### src/mas_isqrt.sv
// shared constants for the axis status readback, and a sequential integer square root
// assumes one clock, asynchronous active-high reset, start pulsed only while idle
`timescale 1ns/10ps
// ==========================================================================
// package
package mas_pkg;
  localparam int NAX = 8;                       // axes and analog outputs
  localparam int NVS = 4;                       // vector spaces
  localparam int DAC_W = 16;
  localparam int FE_W = 16;
  localparam int STEP_W = 32;
  localparam int DATA_W = 32;
  localparam int ACC_W = 34;                    // sum of eight 31-bit squares
  localparam int ROOT_W = 16;
  localparam int ROOT_STEPS = 16;
  localparam int DIV_STEPS = 34;
  // command opcodes
  localparam logic [2:0] OP_FOLLOW_ERR = 3'h0;
  localparam logic [2:0] OP_STEPS_GEN = 3'h1;
  localparam logic [2:0] OP_POSITION = 3'h2;
  localparam logic [2:0] OP_DAC_LIMIT = 3'h3;
  localparam logic [2:0] OP_MOVE_DONE = 3'h4;
  // destination codes
  localparam logic [7:0] DEST_DISCARD = 8'h00;
  localparam logic [7:0] DEST_HOST = 8'hFF;
  localparam logic [7:0] DEST_DIR_LO = 8'h01;
  localparam logic [7:0] DEST_DIR_HI = 8'h78;
  localparam logic [7:0] DEST_IND_LO = 8'h81;
  localparam logic [7:0] DEST_IND_HI = 8'hF8;
  // move-done word fields
  localparam int MD_USER_LSB = 8;
  localparam int MD_USER_W = 3;
  localparam int MD_PWRUP_BIT = 15;
  localparam int MD_W = 16;
  // move-complete criteria enable bits
  localparam int CR_PROFILE = 0;
  localparam int CR_STOPPED = 1;
  localparam int CR_INPOS = 2;
  localparam int CR_SETTLE = 3;
  localparam int CR_W = 4;
  localparam int SETTLE_W = 16;
  typedef enum logic [2:0] {ST_IDLE, ST_ACCUM, ST_DIVIDE, ST_ROOT, ST_REPLY} mas_state_e;
endpackage : mas_pkg

// ==========================================================================
// square root, one result bit per radicand pair, one pair per clock
module mas_isqrt
  import mas_pkg::*;
(
  // clock and reset
  input wire logic i_mclk,
  input wire logic i_reset,
  // request
  input wire logic i_start,
  input wire logic [31:0] i_radicand,
  // result
  output logic [ROOT_W-1:0] o_root_q,
  output logic o_done_q
);
  logic [31:0] rad_q, rad_d;
  logic [19:0] rem_q, rem_d;
  logic [4:0] cnt_q, cnt_d;
  logic busy_q, busy_d;
  logic [ROOT_W-1:0] root_d;
  logic done_d;
  logic [19:0] shifted;
  logic [19:0] trial;

  // next values: shift in two radicand bits, try subtracting 4*root+1
  always_comb begin
    rad_d = rad_q;
    rem_d = rem_q;
    cnt_d = cnt_q;
    busy_d = busy_q;
    root_d = o_root_q;
    done_d = 1'b0;
    shifted = {rem_q[17:0], rad_q[31:30]};
    trial = {2'h0, o_root_q, 2'h1};
    if (i_start && !busy_q) begin
      rad_d = i_radicand;
      rem_d = 20'h0;
      root_d = 16'h0;
      cnt_d = 5'h0;
      busy_d = 1'b1;
    end else if (busy_q) begin
      rad_d = {rad_q[29:0], 2'h0};
      if (shifted >= trial) begin
        rem_d = shifted - trial;
        root_d = {o_root_q[14:0], 1'b1};
      end else begin
        rem_d = shifted;
        root_d = {o_root_q[14:0], 1'b0};
      end
      cnt_d = cnt_q + 5'h1;
      if (cnt_q == 5'(ROOT_STEPS - 1)) begin
        busy_d = 1'b0;
        done_d = 1'b1;
      end
    end
  end

  // registers
  always_ff @(posedge i_mclk or posedge i_reset) begin
    if (i_reset) begin
      rad_q <= 32'h0;
      rem_q <= 20'h0;
      cnt_q <= 5'h0;
      busy_q <= 1'b0;
      o_root_q <= 16'h0;
      o_done_q <= 1'b0;
    end else begin
      rad_q <= rad_d;
      rem_q <= rem_d;
      cnt_q <= cnt_d;
      busy_q <= busy_d;
      o_root_q <= root_d;
      o_done_q <= done_d;
    end
  end
endmodule : mas_isqrt

### src/mas_readback.sv
// axis status readback: torque-limit flags, following error, move-done word, step counters
// assumes all inputs synchronous to i_mclk; i_sample_tick pulses once per control-loop sample
//
// What this block does
// [RULE_01] separate positive and negative limit flag per output
// [RULE_02] unmapped outputs always report both flags false
// [RULE_03] flag is one while output saturated there
// [RULE_04] active axis reports live detector state
// [RULE_05] following-error trip freezes both limit flags
// [RULE_06] start, stop or blend resumes live reporting
// [RULE_07] vector space error is rms of members
// [RULE_08] move-done bitmap, one bit per axis, eight
// [RULE_09] move-done word readable directly, outside command path
// [RULE_10] move-done from per-axis configurable criteria
// [RULE_11] host may see stale move-done after start
// [RULE_12] three user status bits in move-done word
// [RULE_13] power-up state shows cause code instead
// [RULE_14] open-loop stepper: steps equal position
// [RULE_15] closed-loop counts every emitted step pulse; a pulse in a position-reset cycle is not counted
// [RULE_16] position reset loads step counter value
// [RULE_17] destination code routes or discards read results
// [RULE_18] signed step counter follows step direction
// [RULE_19] limits and trip evaluated per sample
`timescale 1ns/10ps
module mas_readback
  import mas_pkg::*;
(
  // clock and reset
  input wire logic i_mclk,
  input wire logic i_reset,
  // control loop
  input wire logic i_sample_tick,
  input wire logic [NAX-1:0][DAC_W-1:0] i_dac_value,
  input wire logic [NAX-1:0] i_dac_mapped,
  input wire logic [DAC_W-1:0] i_torque_pos_lim,
  input wire logic [DAC_W-1:0] i_torque_neg_lim,
  input wire logic [NAX-1:0] i_fe_trip,
  input wire logic [NAX-1:0] i_reactivate,
  input wire logic [NAX-1:0][FE_W-1:0] i_follow_err,
  input wire logic [NVS-1:0][NAX-1:0] i_vs_members,
  // stepper outputs
  input wire logic [NAX-1:0] i_step_pulse,
  input wire logic [NAX-1:0] i_step_dir,
  input wire logic [NAX-1:0] i_closed_loop,
  input wire logic [NAX-1:0][STEP_W-1:0] i_fb_steps,
  input wire logic [NAX-1:0] i_pos_reset,
  input wire logic [STEP_W-1:0] i_reset_value,
  // move-complete criteria
  input wire logic [NAX-1:0][CR_W-1:0] i_crit_en,
  input wire logic [NAX-1:0] i_profile_done,
  input wire logic [NAX-1:0] i_running,
  input wire logic [NAX-1:0] i_in_position,
  input wire logic [SETTLE_W-1:0] i_settle_cycles,
  input wire logic [MD_USER_W-1:0] i_user_set,
  input wire logic [MD_USER_W-1:0] i_user_clr,
  input wire logic i_powerup,
  input wire logic [7:0] i_powerup_code,
  // command port
  input wire logic i_cmd_valid,
  input wire logic [2:0] i_cmd_op,
  input wire logic i_cmd_vs,
  input wire logic [2:0] i_cmd_sel,
  input wire logic [7:0] i_cmd_dest,
  output logic o_cmd_ready_q,
  // results
  output logic o_host_valid_q,
  output logic [DATA_W-1:0] o_host_data_q,
  output logic o_var_wr_q,
  output logic o_var_ind_q,
  output logic [6:0] o_var_idx_q,
  output logic [DATA_W-1:0] o_var_data_q,
  output logic o_route_err_q,
  // status
  output logic [NAX-1:0] o_lim_pos_q,
  output logic [NAX-1:0] o_lim_neg_q,
  output logic [MD_W-1:0] o_move_done_bitmap_q
);
  // ==========================================================================
  // torque limits and latch
  logic [NAX-1:0] det_pos, det_neg, latched_q, latched_d, lim_pos_d, lim_neg_d;

  // detectors are sampled with the trip so the latched pair belongs to the tripping sample
  always_comb begin
    latched_d = latched_q;
    lim_pos_d = o_lim_pos_q;
    lim_neg_d = o_lim_neg_q;
    for (int a = 0; a < NAX; a++) begin
      // [RULE_01] [RULE_03] saturation compare
      det_pos[a] = $signed(i_dac_value[a]) >= $signed(i_torque_pos_lim);
      det_neg[a] = $signed(i_dac_value[a]) <= $signed(i_torque_neg_lim);
      // [RULE_06] reactivation unlatches
      if (i_reactivate[a])
        latched_d[a] = 1'b0;
      // [RULE_19] sample-rate update
      if (i_sample_tick) begin
        // [RULE_04] live while not latched
        if (!latched_q[a] || i_reactivate[a]) begin
          lim_pos_d[a] = det_pos[a];
          lim_neg_d[a] = det_neg[a];
        end
        // [RULE_05] trip freezes flags, wins over reactivation
        if (i_fe_trip[a]) begin
          latched_d[a] = 1'b1;
          lim_pos_d[a] = det_pos[a];
          lim_neg_d[a] = det_neg[a];
        end
      end
      // [RULE_02] unmapped output has no limits
      if (!i_dac_mapped[a]) begin
        lim_pos_d[a] = 1'b0;
        lim_neg_d[a] = 1'b0;
      end
    end
  end

  always_ff @(posedge i_mclk or posedge i_reset) begin
    if (i_reset) begin
      latched_q <= '0;
      o_lim_pos_q <= '0;
      o_lim_neg_q <= '0;
    end else begin
      latched_q <= latched_d;
      o_lim_pos_q <= lim_pos_d;
      o_lim_neg_q <= lim_neg_d;
    end
  end

  // ==========================================================================
  // step counters
  logic [NAX-1:0][STEP_W-1:0] steps_q, steps_d;

  // a reset load in the same cycle as a pulse wins; the pulse is lost by design
  always_comb begin
    for (int a = 0; a < NAX; a++) begin
      steps_d[a] = steps_q[a];
      // [RULE_16] position reset load
      if (i_pos_reset[a])
        steps_d[a] = i_reset_value;
      // [RULE_15] [RULE_18] count each emitted pulse
      else if (i_step_pulse[a])
        steps_d[a] = i_step_dir[a] ? steps_q[a] + 32'h1 : steps_q[a] - 32'h1;
    end
  end

  always_ff @(posedge i_mclk or posedge i_reset) begin
    if (i_reset)
      steps_q <= '0;
    else
      steps_q <= steps_d;
  end

  // ==========================================================================
  // move-done word
  logic [NAX-1:0][SETTLE_W-1:0] settle_q, settle_d;
  logic [NAX-1:0] crit_met, axis_done;
  logic [MD_USER_W-1:0] user_q, user_d;
  logic [MD_W-1:0] md_d;

  always_comb begin
    for (int a = 0; a < NAX; a++) begin
      // [RULE_10] enabled criteria only
      crit_met[a] = (!i_crit_en[a][CR_PROFILE] || i_profile_done[a])
                  && (!i_crit_en[a][CR_STOPPED] || !i_running[a])
                  && (!i_crit_en[a][CR_INPOS] || i_in_position[a]);
      settle_d[a] = settle_q[a];
      if (!crit_met[a])
        settle_d[a] = '0;
      else if (settle_q[a] < i_settle_cycles)
        settle_d[a] = settle_q[a] + 16'h1;
      axis_done[a] = crit_met[a] && (!i_crit_en[a][CR_SETTLE] || settle_q[a] >= i_settle_cycles);
    end
    // [RULE_12] user bits, set wins over clear
    user_d = (user_q & ~i_user_clr) | i_user_set;
    md_d = '0;
    md_d[MD_USER_LSB +: MD_USER_W] = user_q;
    // [RULE_13] power-up cause replaces axis bits
    if (i_powerup) begin
      md_d[7:0] = i_powerup_code;
      md_d[MD_PWRUP_BIT] = 1'b1;
    end else begin
      // [RULE_08] one bit per axis
      md_d[NAX-1:0] = axis_done;
    end
  end

  // [RULE_09] direct port, independent of the command sequencer
  always_ff @(posedge i_mclk or posedge i_reset) begin
    if (i_reset) begin
      settle_q <= '0;
      user_q <= '0;
      o_move_done_bitmap_q <= '0;
    end else begin
      settle_q <= settle_d;
      user_q <= user_d;
      o_move_done_bitmap_q <= md_d;
    end
  end

  // ==========================================================================
  // command sequencer
  mas_state_e state_q, state_d;
  logic [7:0] dest_q, dest_d;
  logic [NAX-1:0] mask_q, mask_d;
  logic [3:0] idx_q, idx_d, cnt_q, cnt_d;
  logic [5:0] bit_q, bit_d;
  logic [ACC_W-1:0] acc_q, acc_d;
  logic [4:0] rem_q, rem_d, rem_try;
  logic [DATA_W-1:0] res_q, res_d, rd_word;
  logic root_start, root_done;
  logic [ROOT_W-1:0] root_val;
  logic [31:0] sq;
  logic host_d, var_wr_d, var_ind_d, err_d, ready_d;
  logic [6:0] var_idx_d;
  logic [DATA_W-1:0] host_data_d, var_data_d;

  // immediate read word for single-cycle operations
  always_comb begin
    unique case (i_cmd_op)
      OP_STEPS_GEN: rd_word = steps_q[i_cmd_sel];
      // [RULE_14] open-loop position is the step count
      OP_POSITION: rd_word = i_closed_loop[i_cmd_sel] ? i_fb_steps[i_cmd_sel] : steps_q[i_cmd_sel];
      OP_DAC_LIMIT: rd_word = {16'h0, o_lim_neg_q, o_lim_pos_q};
      // [RULE_11] reflects only commands already executed
      OP_MOVE_DONE: rd_word = {16'h0, o_move_done_bitmap_q};
      default: rd_word = {{(DATA_W-FE_W){i_follow_err[i_cmd_sel][FE_W-1]}}, i_follow_err[i_cmd_sel]};
    endcase
  end

  // rms runs as square-accumulate, divide by member count, then root
  always_comb begin
    state_d = state_q;
    dest_d = dest_q;
    mask_d = mask_q;
    idx_d = idx_q;
    cnt_d = cnt_q;
    bit_d = bit_q;
    acc_d = acc_q;
    rem_d = rem_q;
    res_d = res_q;
    root_start = 1'b0;
    sq = 32'($signed(i_follow_err[idx_q[2:0]]) * $signed(i_follow_err[idx_q[2:0]]));
    rem_try = {rem_q[3:0], acc_q[ACC_W-1]};
    unique case (state_q)
      ST_IDLE: begin
        if (i_cmd_valid) begin
          dest_d = i_cmd_dest;
          res_d = rd_word;
          state_d = ST_REPLY;
          // [RULE_07] vector space needs rms
          if (i_cmd_op == OP_FOLLOW_ERR && i_cmd_vs) begin
            mask_d = i_vs_members[i_cmd_sel[1:0]];
            idx_d = 4'h0;
            cnt_d = 4'h0;
            acc_d = '0;
            state_d = ST_ACCUM;
          end
        end
      end
      ST_ACCUM: begin
        if (mask_q[idx_q[2:0]]) begin
          acc_d = acc_q + {2'h0, sq};
          cnt_d = cnt_q + 4'h1;
        end
        idx_d = idx_q + 4'h1;
        if (idx_q == 4'(NAX - 1)) begin
          bit_d = 6'h0;
          rem_d = 5'h0;
          state_d = ST_DIVIDE;
        end
      end
      ST_DIVIDE: begin
        if (cnt_q == 4'h0) begin
          res_d = '0;
          state_d = ST_REPLY;
        end else begin
          if (rem_try >= {1'b0, cnt_q}) begin
            rem_d = rem_try - {1'b0, cnt_q};
            acc_d = {acc_q[ACC_W-2:0], 1'b1};
          end else begin
            rem_d = rem_try;
            acc_d = {acc_q[ACC_W-2:0], 1'b0};
          end
          bit_d = bit_q + 6'h1;
          // the root starts a cycle later, once the last quotient bit sits in acc_q
          if (bit_q == 6'(DIV_STEPS - 1)) begin
            state_d = ST_ROOT;
          end
        end
      end
      ST_ROOT: begin
        // one start pulse only; a second one would rerun the root on stale data
        if (bit_q == 6'(DIV_STEPS)) begin
          root_start = 1'b1;
          bit_d = bit_q + 6'h1;
        end
        if (root_done) begin
          res_d = {16'h0, root_val};
          state_d = ST_REPLY;
        end
      end
      ST_REPLY: state_d = ST_IDLE;
    endcase
  end

  // [RULE_17] result routing by destination code
  always_comb begin
    host_d = 1'b0;
    var_wr_d = 1'b0;
    var_ind_d = o_var_ind_q;
    var_idx_d = o_var_idx_q;
    err_d = 1'b0;
    host_data_d = o_host_data_q;
    var_data_d = o_var_data_q;
    ready_d = (state_d == ST_IDLE);
    if (state_q == ST_REPLY) begin
      if (dest_q == DEST_HOST) begin
        host_d = 1'b1;
        host_data_d = res_q;
      end else if (dest_q >= DEST_DIR_LO && dest_q <= DEST_DIR_HI) begin
        var_wr_d = 1'b1;
        var_ind_d = 1'b0;
        var_idx_d = dest_q[6:0];
        var_data_d = res_q;
      end else if (dest_q >= DEST_IND_LO && dest_q <= DEST_IND_HI) begin
        var_wr_d = 1'b1;
        var_ind_d = 1'b1;
        var_idx_d = dest_q[6:0];
        var_data_d = res_q;
      end else if (dest_q != DEST_DISCARD) begin
        err_d = 1'b1;                    // out-of-range code, result dropped
      end
    end
  end

  always_ff @(posedge i_mclk or posedge i_reset) begin
    if (i_reset) begin
      state_q <= ST_IDLE;
      dest_q <= 8'h0;
      mask_q <= '0;
      idx_q <= 4'h0;
      cnt_q <= 4'h0;
      bit_q <= 6'h0;
      acc_q <= '0;
      rem_q <= 5'h0;
      res_q <= '0;
      o_cmd_ready_q <= 1'b1;
      o_host_valid_q <= 1'b0;
      o_host_data_q <= '0;
      o_var_wr_q <= 1'b0;
      o_var_ind_q <= 1'b0;
      o_var_idx_q <= 7'h0;
      o_var_data_q <= '0;
      o_route_err_q <= 1'b0;
    end else begin
      state_q <= state_d;
      dest_q <= dest_d;
      mask_q <= mask_d;
      idx_q <= idx_d;
      cnt_q <= cnt_d;
      bit_q <= bit_d;
      acc_q <= acc_d;
      rem_q <= rem_d;
      res_q <= res_d;
      o_cmd_ready_q <= ready_d;
      o_host_valid_q <= host_d;
      o_host_data_q <= host_data_d;
      o_var_wr_q <= var_wr_d;
      o_var_ind_q <= var_ind_d;
      o_var_idx_q <= var_idx_d;
      o_var_data_q <= var_data_d;
      o_route_err_q <= err_d;
    end
  end

  mas_isqrt mas_isqrt_i (
    .i_mclk(i_mclk),
    .i_reset(i_reset),
    .i_start(root_start),
    .i_radicand(acc_q[31:0]),
    .o_root_q(root_val),
    .o_done_q(root_done)
  );

  for (genvar a = 0; a < NAX; a++) begin : g_chk

  end
endmodule : mas_readback

### config.mk
export PLATFORM = sky130hd
export DESIGN_NAME = mas_readback
export DESIGN_NICKNAME = d
export VERILOG_FILES = /design/src/mas_isqrt.sv /design/src/mas_readback.sv
export SDC_FILE = /design/constraint.sdc
export NUM_CORES = 2
export LEC_CHECK = 0
export CORE_MARGIN = 4
export CORE_UTILIZATION = 40
export CTS_BUF_LIST = sky130_fd_sc_hd__clkbuf_8
export DETAILED_ROUTE_END_ITERATION = 12
export DONT_BUFFER_PORTS = 1
export PLACE_DENSITY = 0.6
export SYNTH_ARGS = -nofsm -noshare
export SYNTH_HDL_FRONTEND = slang
export SYNTH_SLANG_ARGS = --single-unit
### constraint.sdc
create_clock -name i_mclk -period 30.6 [get_ports i_mclk]
set_input_delay 3.06 -clock i_mclk [delete_from_list [all_inputs] [get_ports i_mclk]]
set_output_delay 3.06 -clock i_mclk [all_outputs]
set_load 0.005 [all_outputs]
==> flow_summary.ini <==
[run_status]
status = completed

[clock_tree]
cts_tree = yes
post_cts_resized = 0
hold_buffers = 0
cts_buffers = 139
ctsRootBufferMaster = clkbuf_8
clock_latency_ps = 890
cts_setup_buffers = 0
clock_sink_count = 675
cts_max_level = 4
clk_pin_slew_worst_paths_ps = 60
cts.path.max_buffers = 3

[layout]
synthToLayoutAreaGrowth_pct = 7.59
drive_gt1_share_pct = 8.69
stdcell_area_um2 = 73900
nNetsFinal = 9147

[route]
viasPerCell = 6.15
drt_pass1_iterations = 6
wl_mm = 297
ant_nets = 0
dr_total_vias = 60100
drc = 0
drt-initial-drc-count = 6012
wl_per_cell_um = 30.4

[yosys]
synth_top_family_by_area = adder cells
synthMuxAreaShare_pct = 12.1
synth_flop_cell = dfrtp_1
async_reset_ff_share_pct = 100
synth_cell_type_count = 95
synth-edff-count = 0
synthSimpleGateAreaFrac_pct = 14.1
synth-xor-area-share_pct = 4.65
synthCells = 7455
synthAdderAreaFrac_pct = 21.4
seq_area_frac_synth_pct = 24.6
ys_seq_elements = 675
syn_avg_cell_area_um2 = 9.22
synth_compound_area_share_pct = 18.1
ys.warnings.count = 0
syn-cell-area_um2 = 68700

[worst_setup_path]
cp.arrival_ps = 12790
r2r_slack_ps = 19470
r2r_end = acc_q[33]
crit_path_top_delay_cell = a2111oi_0
startpoint_type = primary input
critical_path_class = in2reg
rr_startpoint = idx_q[0]
crit_path_max_incr_delay_ps = 870
cp_max_fo = 9
reg2regPathDepth = 35
crit_top_cell = fa_1
cp.required_ps = 31390
end_kind = flop

[floorplanning]
io_pins = 878
die_w_um = 422
core_area_um2 = 170000
start_util_pct = 40.4
row_count = 151
die_area_um2 = 178000
fp.dieH_um = 422

[global_route]
grt_pass1_vias = 57100
grt_usage_pct = 32.5
grt_overflow_total = 0
grt_max_degree = 171
grt_pass1_wl_mm = 422
antenna_found_initial = 128

[placed_design]
place_hpwl_mm = 240
pre_cts_ws_ps = 17900
numPortBuffers = 0
post_dp_cell_area_um2 = 70800
place_congestion = 1.07

[job]
cap_violations = 0

[sta]
tns_ps = 0
holdWs_ps = 377
fin_crit_sh_pct = 39.2
rsz0062_at_grt = false
slew_viol_final = 0
hold_viol_final = 0
max-slew-margin-rel_pct = 11.5
fin_skew_ps = 36.5
fmax_mhz = 83.3
tightest_slew_ps = 1310
finalWorstSetupSlack_ps = 18600
fin_crit_ps = 12000
final-setup-viol-count = 0

[hold_path]
hold_end = o_move_done_bitmap_q[8]
hold-path-cell-count = 0
hp-start = user_q[0]
hp-class = reg2reg
-- metal layers --
metal / routed length (um) / GRT usage [%] / share of wire [%]
met1: 120000 / 41.6 / 40
met2: 131000 / 49.8 / 44
met3: 28600 / 9.84 / 9.6
met4: 16700 / 16.0 / 5.6
met5: 678 / 0 / 0.23
-- Yosys cell counts (21+ instances only) --
master / count / area, um^2
ha_1: 784 / 9810
nand2_1: 698 / 2620
dfrtp_1: 674 / 16900
inv_1: 607 / 2280
o21ai_0: 480 / 2400
a21oi_1: 447 / 2240
nor2_1: 423 / 1590
mux2i_1: 260 / 2600
xnor2_1: 252 / 2210
fa_1: 243 / 4860
a21o_1: 225 / 1690
clkbuf_1: 222 / 833
mux4_2: 204 / 4590
nand3_1: 132 / 661
nand4_1: 121 / 757
o21a_1: 119 / 893
xor2_1: 113 / 990
nor2b_1: 110 / 688
mux2_2: 95 / 1070
and3_1: 94 / 588
nand2b_1: 86 / 538
nor3_1: 81 / 405
a31oi_1: 64 / 400
a211oi_1: 59 / 443
nor4_1: 53 / 332
buf_1: 47 / 176
a22oi_1: 45 / 338
o31ai_1: 45 / 338
o221ai_1: 42 / 368
o211ai_1: 40 / 300
o21bai_1: 40 / 300
nor3b_1: 38 / 285
a211o_1: 37 / 324
or3_1: 36 / 225
and4_1: 29 / 254
buf_2: 28 / 140
a22o_1: 27 / 236
o22ai_1: 26 / 163
a31o_2: 21 / 184
and2_1: 21 / 131
-- layout make-up --
class	count	area [um^2]
Antenna cell	95	238
Clock buffer	180	2480
Clock inverter	70	433
Fill cell	16500	96100
Inverter	617	2320
Multi-Input combinational cell	5860	48300
Sequential cell	675	16900
Tap cell	2218	2780
Timing Repair Buffer	57	428
-- per-stage QoR --
step	instances	util [%]
3_3_place_gp	9427	41.6
5_1_grt	9725	43.4
3_5_place_dp	9427	41.6
6_report	9772	43.5
2_1_floorplan	7458	-
4_1_cts	9677	43.3
-- worst max-delay path by stage --
stage | startpoint | endpoint | slack [ps] | cells past startpoint
detailed placement | i_follow_err[123] | acc_q[33] | 17900 | 34
global route | i_follow_err[123] | acc_q[33] | 18210 | 34
finish | i_follow_err[123] | acc_q[33] | 18600 | 34
CTS | i_follow_err[114] | acc_q[32] | 18930 | 34
floorplan | i_reset | acc_q[0] | 8620 | 1
global placement | i_follow_err[114] | acc_q[30] | 18110 | 34
-- worst max-delay path, delay by kind of cell --
| family | cells | cell delay [ps] |
|---|---|---|
| muxes | 2 | 1150 |
| and+or+nand+nor | 7 | 1120 |
| AOI/OAI and AO/OA | 12 | 2810 |
| adders and majority gates | 8 | 3720 |
| xor gates and xnor gates | 1 | 170 |
| buffers and inverters | 4 | 730 |
-- flip-flops by register name (all words and copies together) (netlist names), 12 cells and up --
register	count
steps_q	256
settle_q	128
mas_isqrt_i.o_root_q	16
o_move_done_bitmap_q	12
mas_isqrt_i.rem_q	18
mas_isqrt_i.rad_q	32
o_var_data_q	32
res_q	32
acc_q	34
o_host_data_q	32
-- cells by family after synthesis --
logic type	after synthesis
and+or+nand+nor	1994
AOI/OAI and AO/OA	1910
muxes	560
DFF	675
xor gates and xnor gates	365
buffers and inverters	923
adders and majority gates	1027
other	1
-- cells in the final DEF (no fill, tap or decap), types with 26 or more instances in the layout --
| cell | instances |
|---|---|
| a211o_1 | 37 |
| a211oi_1 | 59 |
| a21o_1 | 225 |
| a21oi_1 | 447 |
| a22o_1 | 27 |
| a22oi_1 | 45 |
| a31oi_1 | 63 |
| and3_1 | 93 |
| and4_1 | 29 |
| buf_4 | 57 |
| clkbuf_8 | 180 |
| dfrtp_1 | 671 |
| diode_2 | 95 |
| fa_1 | 243 |
| ha_1 | 784 |
| inv_1 | 647 |
| mux2_2 | 95 |
| mux2i_1 | 259 |
| mux4_2 | 204 |
| nand2_1 | 698 |
| nand2b_1 | 84 |
| nand3_1 | 132 |
| nand4_1 | 121 |
| nor2_1 | 422 |
| nor2b_1 | 110 |
| nor3_1 | 78 |
| nor3b_1 | 38 |
| nor4_1 | 52 |
| o211ai_1 | 40 |
| o21a_1 | 119 |
| o21ai_0 | 480 |
| o21bai_1 | 40 |
| o221ai_1 | 42 |
| o22ai_1 | 26 |
| o31ai_1 | 45 |
| or3_1 | 36 |
| xnor2_1 | 251 |
| xor2_1 | 113 |
Power is not shown: default switching activity piles up to over one toggle a cycle in this logic, so the estimate is an artifact.
